$ cat src/shared/t2rc_pkg.sv
// holds register indices, field positions and reset values of the reload/compare timer
// assumes APB byte addresses equal four times each register index
package t2rc_pkg;

	// ********************************************
	// register indices (byte address = index * 4)
	// ********************************************
	localparam logic [7:0] T2RC_IDX_STATUS = 8'hC4;
	localparam logic [7:0] T2RC_IDX_MASK = 8'hC5;
	localparam logic [7:0] T2RC_IDX_CTRL = 8'hC8;
	localparam logic [7:0] T2RC_IDX_RC_LOW = 8'hCA;
	localparam logic [7:0] T2RC_IDX_RC_HIGH = 8'hCB;
	localparam logic [7:0] T2RC_IDX_CNT_LOW = 8'hCC;
	localparam logic [7:0] T2RC_IDX_CNT_HIGH = 8'hCD;

	// ********************************************
	// control register fields
	// ********************************************
	localparam int T2RC_CTRL_MODE = 0;
	localparam int T2RC_CTRL_RUN = 1;
	localparam int T2RC_CTRL_AUTO_CLEAR = 2;
	localparam int T2RC_CTRL_RELOAD_EN = 3;
	localparam int T2RC_CTRL_TSEL_LSB = 4;

	// ********************************************
	// status and mask fields
	// ********************************************
	localparam int T2RC_ST_OVERFLOW = 0;
	localparam int T2RC_ST_MATCH = 1;
	localparam int T2RC_ST_RELOAD = 2;
	localparam int T2RC_ST_WIDTH = 3;

	// ********************************************
	// reset values and encodings
	// ********************************************
	localparam logic [7:0] T2RC_RST_BYTE = 8'h00;
	localparam logic [15:0] T2RC_CNT_MAX = 16'hFFFF;
	localparam logic [1:0] T2RC_TRIG_OVERFLOW = 2'h0;
	localparam logic [1:0] T2RC_TRIG_CAP0 = 2'h1;
	localparam logic [1:0] T2RC_TRIG_CAP1 = 2'h2;
	localparam logic [1:0] T2RC_TRIG_CAP2 = 2'h3;

endpackage

$ cat src/verilog/t2rc_timer.sv
// 16-bit timer with auto-reload and compare modes behind an APB slave
// assumes capture events arrive as one-cycle pulses synchronous to SYS_CLK
//
// Local design decision: the APB interface to the registers.
`timescale 1ns/100ps
module t2rc_timer import t2rc_pkg::*; (
	input wire logic SYS_CLK,
	input wire logic RESET_N,
	input wire logic PSEL,
	input wire logic PENABLE,
	input wire logic PWRITE,
	input wire logic [11:0] PADDR,
	input wire logic [31:0] PWDATA,
	input wire logic [2:0] CAP_EVENT,
	output logic PREADY,
	output logic [31:0] PRDATA,
	output logic PSLVERR,
	output logic IRQ
);

	// ********************************************
	// state
	// ********************************************
	logic [15:0] cnt;
	logic [7:0] rc_lo;
	logic [7:0] rc_hi;
	logic mode;
	logic run;
	logic clr_en;
	logic ld_en;
	logic [1:0] tsel;
	logic [T2RC_ST_WIDTH-1:0] stat;
	logic [T2RC_ST_WIDTH-1:0] mask;

	logic [15:0] next_cnt;
	logic [7:0] next_rc_lo;
	logic [7:0] next_rc_hi;
	logic next_mode;
	logic next_run;
	logic next_clr_en;
	logic next_ld_en;
	logic [1:0] next_tsel;
	logic [T2RC_ST_WIDTH-1:0] next_stat;
	logic [T2RC_ST_WIDTH-1:0] next_mask;
	logic next_pready;
	logic [31:0] next_prdata;
	logic next_pslverr;
	logic next_irq;

	// ********************************************
	// bus decode
	// ********************************************
	logic [7:0] idx;
	logic mapped;
	logic setup;
	logic wr_en;
	logic [7:0] ctrl_word;
	logic [31:0] rd_word;

	assign idx = PADDR[9:2];
	assign setup = PSEL && !PENABLE;
	// writes land only at the accepted access edge, never on an errored one
	assign wr_en = PSEL && PENABLE && PREADY && PWRITE && !PSLVERR;
	assign ctrl_word = {2'h0, tsel, ld_en, clr_en, run, mode};

	always_comb begin
		mapped = 1'b0;
		rd_word = 32'h0000_0000;
		if (PADDR[11:10] == 2'h0 && PADDR[1:0] == 2'h0) begin
			mapped = 1'b1;
			case (idx)
				T2RC_IDX_STATUS: rd_word = {29'h0, stat};
				T2RC_IDX_MASK: rd_word = {29'h0, mask};
				T2RC_IDX_CTRL: rd_word = {24'h0, ctrl_word};
				T2RC_IDX_RC_LOW: rd_word = {24'h0, rc_lo};
				T2RC_IDX_RC_HIGH: rd_word = {24'h0, rc_hi};
				T2RC_IDX_CNT_LOW: rd_word = {24'h0, cnt[7:0]};
				T2RC_IDX_CNT_HIGH: rd_word = {24'h0, cnt[15:8]};
				default: mapped = 1'b0;
			endcase
		end
	end

	// ********************************************
	// bus slave and configuration registers
	// ********************************************
	always_comb begin
		// one access cycle: ready is raised in the cycle after setup
		next_pready = setup;
		next_prdata = (setup && !PWRITE) ? rd_word : 32'h0000_0000;
		next_pslverr = setup && !mapped;
		next_rc_lo = rc_lo;
		next_rc_hi = rc_hi;
		next_mode = mode;
		next_run = run;
		next_clr_en = clr_en;
		next_ld_en = ld_en;
		next_tsel = tsel;
		next_mask = mask;
		if (wr_en) begin
			case (idx)
				T2RC_IDX_RC_LOW: next_rc_lo = PWDATA[7:0];
				T2RC_IDX_RC_HIGH: next_rc_hi = PWDATA[7:0];
				T2RC_IDX_MASK: next_mask = PWDATA[T2RC_ST_WIDTH-1:0];
				T2RC_IDX_CTRL: begin
					next_mode = PWDATA[T2RC_CTRL_MODE];
					next_run = PWDATA[T2RC_CTRL_RUN];
					next_clr_en = PWDATA[T2RC_CTRL_AUTO_CLEAR];
					next_ld_en = PWDATA[T2RC_CTRL_RELOAD_EN];
					next_tsel = PWDATA[T2RC_CTRL_TSEL_LSB+1:T2RC_CTRL_TSEL_LSB];
				end
				default: ;
			endcase
		end
	end

	always_ff @(posedge SYS_CLK or negedge RESET_N) begin
		if (!RESET_N) begin
			PREADY <= 1'b0;
			PRDATA <= 32'h0000_0000;
			PSLVERR <= 1'b0;
			rc_lo <= T2RC_RST_BYTE;
			rc_hi <= T2RC_RST_BYTE;
			mode <= 1'b0;
			run <= 1'b0;
			clr_en <= 1'b0;
			ld_en <= 1'b0;
			tsel <= T2RC_TRIG_OVERFLOW;
			mask <= 3'h0;
		end else begin
			PREADY <= next_pready;
			PRDATA <= next_prdata;
			PSLVERR <= next_pslverr;
			rc_lo <= next_rc_lo;
			rc_hi <= next_rc_hi;
			mode <= next_mode;
			run <= next_run;
			clr_en <= next_clr_en;
			ld_en <= next_ld_en;
			tsel <= next_tsel;
			mask <= next_mask;
		end
	end

	// ********************************************
	// counter, events and interrupt
	// ********************************************
	logic [15:0] cmp_val;
	logic ovf_ev;
	logic match_ev;
	logic trig;
	logic reload_ev;
	logic cnt_wr;
	logic [T2RC_ST_WIDTH-1:0] set_bits;
	logic [T2RC_ST_WIDTH-1:0] clr_bits;

	assign cmp_val = {rc_hi, rc_lo};
	assign cnt_wr = wr_en && (idx == T2RC_IDX_CNT_LOW || idx == T2RC_IDX_CNT_HIGH);

	always_comb begin
		ovf_ev = run && (cnt == T2RC_CNT_MAX);
		match_ev = run && mode && (cnt == cmp_val);
		case (tsel)
			T2RC_TRIG_OVERFLOW: trig = ovf_ev;
			T2RC_TRIG_CAP0: trig = run && CAP_EVENT[0];
			T2RC_TRIG_CAP1: trig = run && CAP_EVENT[1];
			T2RC_TRIG_CAP2: trig = run && CAP_EVENT[2];
			default: trig = 1'b0;
		endcase
		// reloading belongs to auto-reload mode only
		reload_ev = !mode && ld_en && trig;
		next_cnt = cnt;
		if (reload_ev) begin
			next_cnt = cmp_val;
		end else if (match_ev && clr_en) begin
			next_cnt = 16'h0000;
		end else if (run) begin
			next_cnt = 16'(cnt + 16'h0001);
		end
		// software byte writes beat the hardware update of that byte
		if (wr_en && idx == T2RC_IDX_CNT_LOW) begin
			next_cnt[7:0] = PWDATA[7:0];
		end
		if (wr_en && idx == T2RC_IDX_CNT_HIGH) begin
			next_cnt[15:8] = PWDATA[7:0];
		end
		set_bits = 3'h0;
		set_bits[T2RC_ST_OVERFLOW] = ovf_ev || match_ev;
		set_bits[T2RC_ST_MATCH] = match_ev;
		set_bits[T2RC_ST_RELOAD] = reload_ev;
		clr_bits = (wr_en && idx == T2RC_IDX_STATUS) ? PWDATA[T2RC_ST_WIDTH-1:0] : 3'h0;
		// an event in the clearing cycle survives
		next_stat = (stat & ~clr_bits) | set_bits;
		next_irq = |(next_stat & next_mask);
	end

	always_ff @(posedge SYS_CLK or negedge RESET_N) begin
		if (!RESET_N) begin
			cnt <= {T2RC_RST_BYTE, T2RC_RST_BYTE};
			stat <= 3'h0;
			IRQ <= 1'b0;
		end else begin
			cnt <= next_cnt;
			stat <= next_stat;
			IRQ <= next_irq;
		end
	end
endmodule

$ cat config.mk
export PLATFORM = sky130hd
export DESIGN_NAME = t2rc_timer
export DESIGN_NICKNAME = d
export VERILOG_FILES = /design/src/shared/t2rc_pkg.sv /design/src/verilog/t2rc_timer.sv
export SDC_FILE = /design/constraint.sdc
export NUM_CORES = 1
export LEC_CHECK = 0
export BUFFER_PORTS_ARGS = -buffer_cell sky130_fd_sc_hd__buf_2
export CAP_MARGIN = 25
export CORE_ASPECT_RATIO = 0.8
export CORE_MARGIN = 4
export CORE_UTILIZATION = 55
export DETAILED_ROUTE_END_ITERATION = 10
export GPL_TIMING_DRIVEN = 0
export MAX_ROUTING_LAYER = met4
export PLACE_DENSITY = 0.84
export SETUP_SLACK_MARGIN = 0.2
export SLEW_MARGIN = 30
export SYNTH_ARGS = -nofsm -noshare
export SYNTH_HDL_FRONTEND = slang
export SYNTH_SLANG_ARGS = --single-unit
$ cat constraint.sdc
create_clock -name SYS_CLK -period 5.7 [get_ports SYS_CLK]
set_input_delay 0.285 -clock SYS_CLK [delete_from_list [all_inputs] [get_ports SYS_CLK]]
set_output_delay 0.285 -clock SYS_CLK [all_outputs]
set_load 0.1 [all_outputs]
==> impl_metrics.csv, run 1 <==
group,metric,value,unit
status,status,"finished clean",
synthesis,synth_edf_count,0,
floorplanning,initial_core_util,56.7,%
cts,cts_sinks,55,
global_routing,track_usage,28.2,%
timing,worst_pin_slew,0.706,ns
timing,finalSetupTns,0,ns
detailed_routing,wl,10800,µm
synthesis,avgSynthCellArea,9.05,µm²
finish,n_antenna_cell,0,
timing,rsz0062_at_grt,"no",
critical_path,path_cells,"ha_1 > and4_4 > and4_4 > a211oi_2 > nor2_1 > buf_4 > a221oi_1 > o22ai_1",
critical_path,crit_required,5.89,ns
cts,htreeDepth,2,
critical_path,crit_fanout,10,
power_and_ir_drop,vdd_ir_drop_max,159,µV
finish,fin_nets,521,
critical_path,critPathBufInv,1,
critical_path,worstSetupEndpointType,"register",
power_and_ir_drop,powerDensity,261,mW/mm²
timing,maxSlewViolCount,0,
synthesis,synth_cell_types,57,
critical_path,startpoint,"cnt[1]",
power_and_ir_drop,p_total,1.07,mW
flow_run,cap_violations,0,
synthesis,yosysWarnings,0,
cts,cts.repair.resized,0,
detailed_routing,detail_route.wl_per_cell,19.6,µm
floorplanning,core_area,0.00641,mm²
finish,nFillCells,543,
cts,clk_pin_slew_worst_paths,0.09,ns
cts,cts_tree,"done",
critical_path,criticalPathCategory,"register to register",
cts,cts_setup_buffers,0,
global_routing,antenna_found_initial,0,
placement,gp_congestion,0.959,
power_and_ir_drop,power_leakage,1.90,nW
synthesis,synthTopCellsByArea,"dfrtp_1 (38%), buf_4 (5.8%), xnor2_1 (5.3%)",
timing,finalClockSkew,0.00443,ns
floorplanning,die_w,98.8,µm
detailed_routing,drcViolationCount,0,
global_routing,grt_use_met3,4.43,%
synthesis,ys.flop_type,"dfrtp_1",
global_routing,grt_pass1_vias,3067,
placement,hpwl,8250,µm
synthesis,synth_cells,401,
finish,drive_gt1_share,23.5,%
synthesis,ys_ff_latch,55,
timing,min_period,2.62,ns
synthesis,postSynth.asyncResetShare,100,%
hold_path,min_path_type,"input port to async pin",
finish,ff_latch_area,0.00138,mm²
detailed_routing,dr.first_iter.drc_count,323,
critical_path,reg2reg_slack,3.08,ns
global_routing,busiest_layer,"met1",
critical_path,endpoint,"cnt[9]",
timing,relSlewSlack,52.9,%
critical_path,cp_slowest_cell,"dfrtp_1",
critical_path,worst-path-stages,8,
critical_path,timing.rr.start,"cnt[1]",
cts,clockRootBuffer,"clkbuf_8",
global_routing,grt_use_met2,40.0,%
global_routing,overflow,0,
timing,finalHoldViolCount,0,
cts,clkLatencyLatePin,0.31,ns
critical_path,arrival,2.80,ns
cts,cts_made_buffers,5,
critical_path,cpPeakStageDelay,0.48,ns
timing,period_share,45.9,%
synthesis,synth.top_cell.area_share,37.9,%
critical_path,start_kind,"register",
detailed_routing,via_per_inst,6.15,
finish,area_delta_synth_final,12.9,%
cts,clk_path_buf_depth,2,
critical_path,reg2reg_depth,8,
critical_path,r2r_end,"cnt[9]",
synthesis,syn_area,0.00363,mm²
detailed_routing,ant_nets,0,
global_routing,grt_max_degree,56,
critical_path,crit_path_frequent_cell,"and4_4",
synthesis,ys_seq_area_share,37.9,%
synthesis,synth.largest_area_cell,"dfrtp_1",
detailed_routing,first_pass_iters,5,
placement,port_buffers,37,
global_routing,use_met1,41.6,%
floorplanning,dieArea,0.00797,mm²
finish,multi_input_area,0.00197,mm²
floorplanning,ios,87,
critical_path,path_delay_family,"compound AO/OA/AOI/OAI gates",
timing,setup_viol,0,
cts,hold_buffers,0,
timing,max_freq,0.382,GHz
global_routing,grt_pass1_wl,16900,µm
detailed_routing,vias,3394,
floorplanning,die_h,80.7,µm
floorplanning,core.rowCount,26,
==> final cells by class <==
type | instances | area share (%)
multi-input combinational | 307 | 48.1
sequential | 55 | 33.6
buffer | 50 | 7.91
tap | 84 | 2.56
inverter | 12 | 1.10
clock inverter | 1 | 0.122
clock buffer | 6 | 2.02
timing repair buffer | 37 | 4.58
==> through the flow <==
step                      cell area [µm²]  std cells  util (%)  worst slack [ns]  hold slack [ns]
after CTS                            4100        552      63.9              3.14           0.0402
after floorplan                      3720        424         -              3.03          -0.0106
after global routing                 4100        552      63.9              2.99           0.0683
final                                4100        552      63.9              3.08          0.00190
after global placement               4010        545      62.5              3.17            0.503
after detailed placement             4010        545      62.6              3.16            0.376
==> sequential cells by signal, indices dropped and copies added, names as in the netlist, 2 cells and up <==
register / cells
rc_hi: 8
mask: 3
stat: 3
tsel: 2
rc_lo: 8
PRDATA: 8
cnt: 16
==> worst reg2reg max path, delay by kind of cell (launching register included) <==
kind / cells / cell delay (ns)
flip-flops: 1 / 0.48
adder cells (fa/ha/maj): 1 / 0.28
AO/OA/AOI/OAI: 3 / 0.87
AND/OR/NAND/NOR: 3 / 0.63
buffers and inverters: 1 / 0.23
==> layer usage <==
layer / vias up / wire [µm]
met4: 0 / 218
li1: 1537 / -
met1: 1598 / 4630
met3: 28 / 1290
met2: 231 / 4680
met5: - / 0
==> cell usage after synthesis (3+ instances only) <==
| cell | number |
|---|---|
| o41ai_1 | 3 |
| nor3_1 | 7 |
| dfrtp_1 | 55 |
| or3_1 | 3 |
| clkbuf_1 | 11 |
| nor2b_1 | 6 |
| o22ai_1 | 5 |
| and2_1 | 3 |
| mux2i_1 | 14 |
| nand2b_1 | 3 |
| nor2_1 | 32 |
| inv_1 | 12 |
| a22oi_1 | 5 |
| a31oi_1 | 5 |
| buf_2 | 7 |
| and3_1 | 5 |
| a21oi_1 | 15 |
| o21ai_0 | 23 |
| o2bb2ai_1 | 3 |
| and4_4 | 3 |
| buf_6 | 3 |
| xnor2_1 | 22 |
| mux2_2 | 17 |
| o32ai_1 | 3 |
| a221oi_1 | 12 |
| nand4_1 | 9 |
| nand2_1 | 36 |
| buf_4 | 28 |
| nand3_1 | 15 |
==> how the worst min path moves through the flow <==
stage	startpoint	to	slack, ns	depth (start not counted)
after floorplan	RESET_N	IRQ	-0.01	0
after global placement	PENABLE	PREADY	0.50	2
after detailed placement	RESET_N	cnt[11]	0.38	1
after CTS	RESET_N	cnt[11]	0.04	1
after global routing	RESET_N	cnt[11]	0.07	1
final	RESET_N	cnt[15]	0.002	1
==> placed cells by master, fill, tap and decap left out, types with 5 or more instances in the layout <==
cell type	netlist	layout
nand4_1	9	9
and3_1	5	5
clkbuf_8	0	6
mux2i_1	14	14
nand2_1	36	36
o22ai_1	5	5
buf_2	7	43
inv_1	12	12
a22oi_1	5	5
conb_1	1	24
o21ai_0	23	23
dfrtp_1	55	55
buf_4	28	29
a21oi_1	15	15
clkbuf_1	11	11
nor2b_1	6	6
nand3_1	15	15
nor2_1	32	32
a221oi_1	12	12
nor3_1	7	7
xnor2_1	22	22
mux2_2	17	17
a31oi_1	5	5
==> cells by family after synthesis <==
family | after synthesis | synth area share, %
mux | 31 | 9.13
compound gates | 94 | 18.1
xor+xnor | 22 | 5.31
flops | 55 | 37.9
fa+ha+maj | 1 | 0.345
buf+inv | 62 | 10.2
simple gates | 135 | 19.0
other cells | 1 | 0.103
==> power breakdown <==
group	switching (mW)	leakage, nW	internal (mW)	total, mW
clock	0.124	0.0470	0.0957	0.219
combinational	0.252	1.15	0.143	0.395
sequential	0.0336	0.707	0.424	0.457
total	0.409	1.90	0.662	1.07
No activity file was read; power rests on OpenSTA's default activity.
==> inputs of run 2 (changes only) <==
Settings changed: ABC_AREA from default to 1, PLACE_DENSITY 0.84 to 0.82.
Clock period 5.7 ns to 2.55 ns, I/O delays scaled along.
==> run 2 against run 1 <==
Largest power group unchanged. Clock skew increased by 0.0025 ns. Largest cell class unchanged. Area after synthesis increased by 13%. Cell count increased by 37%. Combinational power increased by 96%. Non-clock buffer count decreased by 5. Critical endpoint is now cnt[7]. Sequential cell count unchanged. Setup slack got worse by 2.5 ns. Die area increased by 11%. Hold slack improved by 0.061 ns. Sequential power increased by 100%. Clock power increased to 2.8 times the previous value. Sequential share of layout area decreased by 3.8 points.
==> impl_metrics.csv, run 2 <==
group,metric,value,unit
cts,htreeDepth,2,
detailed_routing,ant_nets,0,
synthesis,avgSynthCellArea,6.82,µm²
floorplanning,core.rowCount,27,
timing,rsz0062_at_grt,"no",
critical_path,crit_fanout,10,
critical_path,path_cells,"ha_1 > nand2_2 > inv_2 > nand2_2 > nor2_4 > nand3_1 > nand2_2 > buf_4 > nand3_1 > nand2_1 > inv_1 > nand2_1 > a21oi_2",
global_routing,grt_pass1_wl,19400,µm
floorplanning,die_w,104,µm
finish,final_cell_mix,"nand2_1 (160), inv_1 (87), dfrtp_1 (55)",
critical_path,cp_slowest_cell,"dfrtp_1",
floorplanning,ios,87,
critical_path,arrival,2.21,ns
timing,finalClockSkew,0.00692,ns
finish,regMostFlops,"cnt",
status,status,"finished clean",
finish,nFillCells,689,
floorplanning,dieArea,0.00888,mm²
synthesis,synth_most_common_cell,"nand2_1",
critical_path,cpPeakStageDelay,0.43,ns
cts,clockRootBuffer,"clkbuf_8",
timing,finalHoldViolCount,0,
detailed_routing,dr.first_iter.drc_count,316,
global_routing,track_usage,28.7,%
critical_path,worstSetupEndpointType,"register",
synthesis,synth_cell_types,39,
power_and_ir_drop,powerDensity,501,mW/mm²
synthesis,synth.largest_area_cell,"dfrtp_1",
detailed_routing,first_pass_iters,6,
timing,max_freq,0.500,GHz
timing,min_period,2.00,ns
critical_path,startpoint,"cnt[1]",
detailed_routing,drcViolationCount,0,
critical_path,crit_path_frequent_cell,"nand2_2",
power_and_ir_drop,swShare,38.3,%
detailed_routing,vias,3979,
cts,cts_made_buffers,5,
global_routing,overflow,0,
synthesis,ys_seq_area_share,33.7,%
synthesis,ys_ff_latch,55,
timing,period_share,78.4,%
power_and_ir_drop,switching_power,887,µW
power_and_ir_drop,combPwrFrac,33.5,%
power_and_ir_drop,p_int,1.43,mW
finish,n_antenna_cell,0,
synthesis,synth_cells,599,
detailed_routing,wl,12200,µm
timing,relSlewSlack,53.6,%
critical_path,start_kind,"register",
critical_path,criticalPathCategory,"register to register",
finish,fin_area,0.00461,mm²
hold_path,min_from,"PSEL",
timing,setup_viol,0,
power_and_ir_drop,power_leakage,2.64,nW
placement,gp_congestion,1.10,
synthesis,synth_edf_count,0,
synthesis,synthTopCellsByArea,"dfrtp_1 (34%), nand2_1 (15%), inv_1 (8.0%)",
detailed_routing,detail_route.wl_per_cell,16.1,µm
global_routing,grt_max_degree,56,
cts,clkLatencyLatePin,0.31,ns
synthesis,synth_commonest_cells,"nand2_1 (160), inv_1 (87), dfrtp_1 (55), nor2_1 (52), nand3_1 (40)",
synthesis,syn_area,0.00409,mm²
placement,port_buffers,38,
cts,cts_sinks,55,
synthesis,postSynth.asyncResetShare,100,%
finish,largest_reg_flops,16,
power_and_ir_drop,clockPowerShare,26.7,%
critical_path,timing.rr.start,"cnt[1]",
hold_path,min_path_type,"input port to register",
floorplanning,initial_core_util,57.9,%
synthesis,yosysWarnings,0,
flow_run,cap_violations,0,
timing,maxSlewViolCount,0,
global_routing,grt_pass1_vias,3780,
finish,final_common_cell,"nand2_1",
power_and_ir_drop,vdd_ir_drop_max,290,µV
cts,cts.repair.resized,0,
floorplanning,core_area,0.00706,mm²
critical_path,crit_required,2.76,ns
timing,finalSetupTns,0,ns
finish,fin_nets,722,
cts,clk_pin_slew_worst_paths,0.11,ns
finish,area_delta_synth_final,12.9,%
placement,placed_area,0.00447,mm²
power_and_ir_drop,p_seq_share,39.8,%
cts,clk_path_buf_depth,2,
timing,worst_pin_slew,0.696,ns
finish,drive_gt1_share,21.5,%
global_routing,antenna_found_initial,0,
detailed_routing,via_per_inst,5.26,
floorplanning,die_h,85.1,µm
synthesis,synth.top_cell.area_share,33.7,%
placement,hpwl,9580,µm
synthesis,ys.flop_type,"dfrtp_1",
cts,cts_tree,"done",
## run 2: cell types whose count changed after synthesis, sizes merged, moves of 12 or more
cell / previous run / this run
nand2: 36 / 172
inv: 12 / 101
nor2: 32 / 62
o21ai: 24 / 54
nand3: 16 / 44
xnor2: 22 / 3
mux2: 17 / 0
mux2i: 14 / 0
a221oi: 12 / 0
## run 2: stage by stage
stage	cells	util, %	power (mW)	setup WS [ns]	hold slack, ns
finish	757	65.3	2.31	0.552	0.0632
global route	757	65.3	2.44	0.413	0.0613
CTS	757	65.3	2.31	0.604	0.0565
detailed placement	747	63.4	1.70	0.631	0.218
global placement	747	63.3	1.68	0.643	0.323
floorplan	622	-	1.54	0.576	-0.168
## run 2: final timing paths
kind                                 end  slack, ns  depth (start not counted)
worst max-delay path              cnt[7]       0.55                         13
worst min-delay path             PSLVERR       0.06                          3
worst max register to register    cnt[7]       0.55                         13
worst min register to register  rc_hi[3]       0.51                          2
max in group asynchronous        tsel[1]       1.69                          2
min in group asynchronous        PSLVERR       0.38                          2
## run 2: cells by family after synthesis
logic type / count (synthesis) / synth area share [%]
compound gates: 90 / 12.7
xor+xnor: 13 / 2.79
fa+ha+maj: 1 / 0.306
buf+inv: 145 / 17.4
flops: 55 / 33.7
other cells: 1 / 0.0918
simple gates: 294 / 33.0
## run 2: what timing repair did
item | in CTS | in global routing
setup buffers | 0 | 0
hold buffers | 2 | 0
setup endpoints to repair | 0 | 0
endpoints found under the hold margin | 56 | 0
## run 2: worst max-delay path: cells and delay by family (launching register included)
kind | cells | cell delay [ns]
buffers and inverters | 3 | 0.33
AOI/OAI and AO/OA | 1 | 0.05
adders and majority gates | 1 | 0.20
DFF | 1 | 0.43
and+or+nand+nor | 8 | 0.87
## run 2: cell type report
cell class / instances / area [µm²] / share of cell area (%)
Buffer: 42 / 317 / 6.86
Multi-Input combinational cell: 422 / 2090 / 45.2
Timing Repair Buffer: 40 / 213 / 4.61
Tap cell: 87 / 109 / 2.36
Clock buffer: 5 / 68.8 / 1.49
Inverter: 103 / 393 / 8.52
Sequential cell: 55 / 1380 / 29.8
Clock inverter: 3 / 50.0 / 1.08
## run 2: power by group through the flow
stage               sequential, mW  clock [mW]  combinational [mW]
detailed placement           0.937           0               0.759
global route                 0.924       0.660               0.853
CTS                          0.920       0.627               0.765
global placement             0.936           0               0.747
finish                       0.921       0.618               0.775
floorplan                    0.941           0               0.602
## run 2: per-layer routing
layer	routed length (µm)	global-route usage, %	up-vias	part of all wire [%]
met2	5120	41.3	191	42
li1	-	-	1964	-
met1	5670	42.2	1800	47
met3	1120	3.57	24	9.2
met4	267	8.82	0	2.2
met5	0	-	-	0
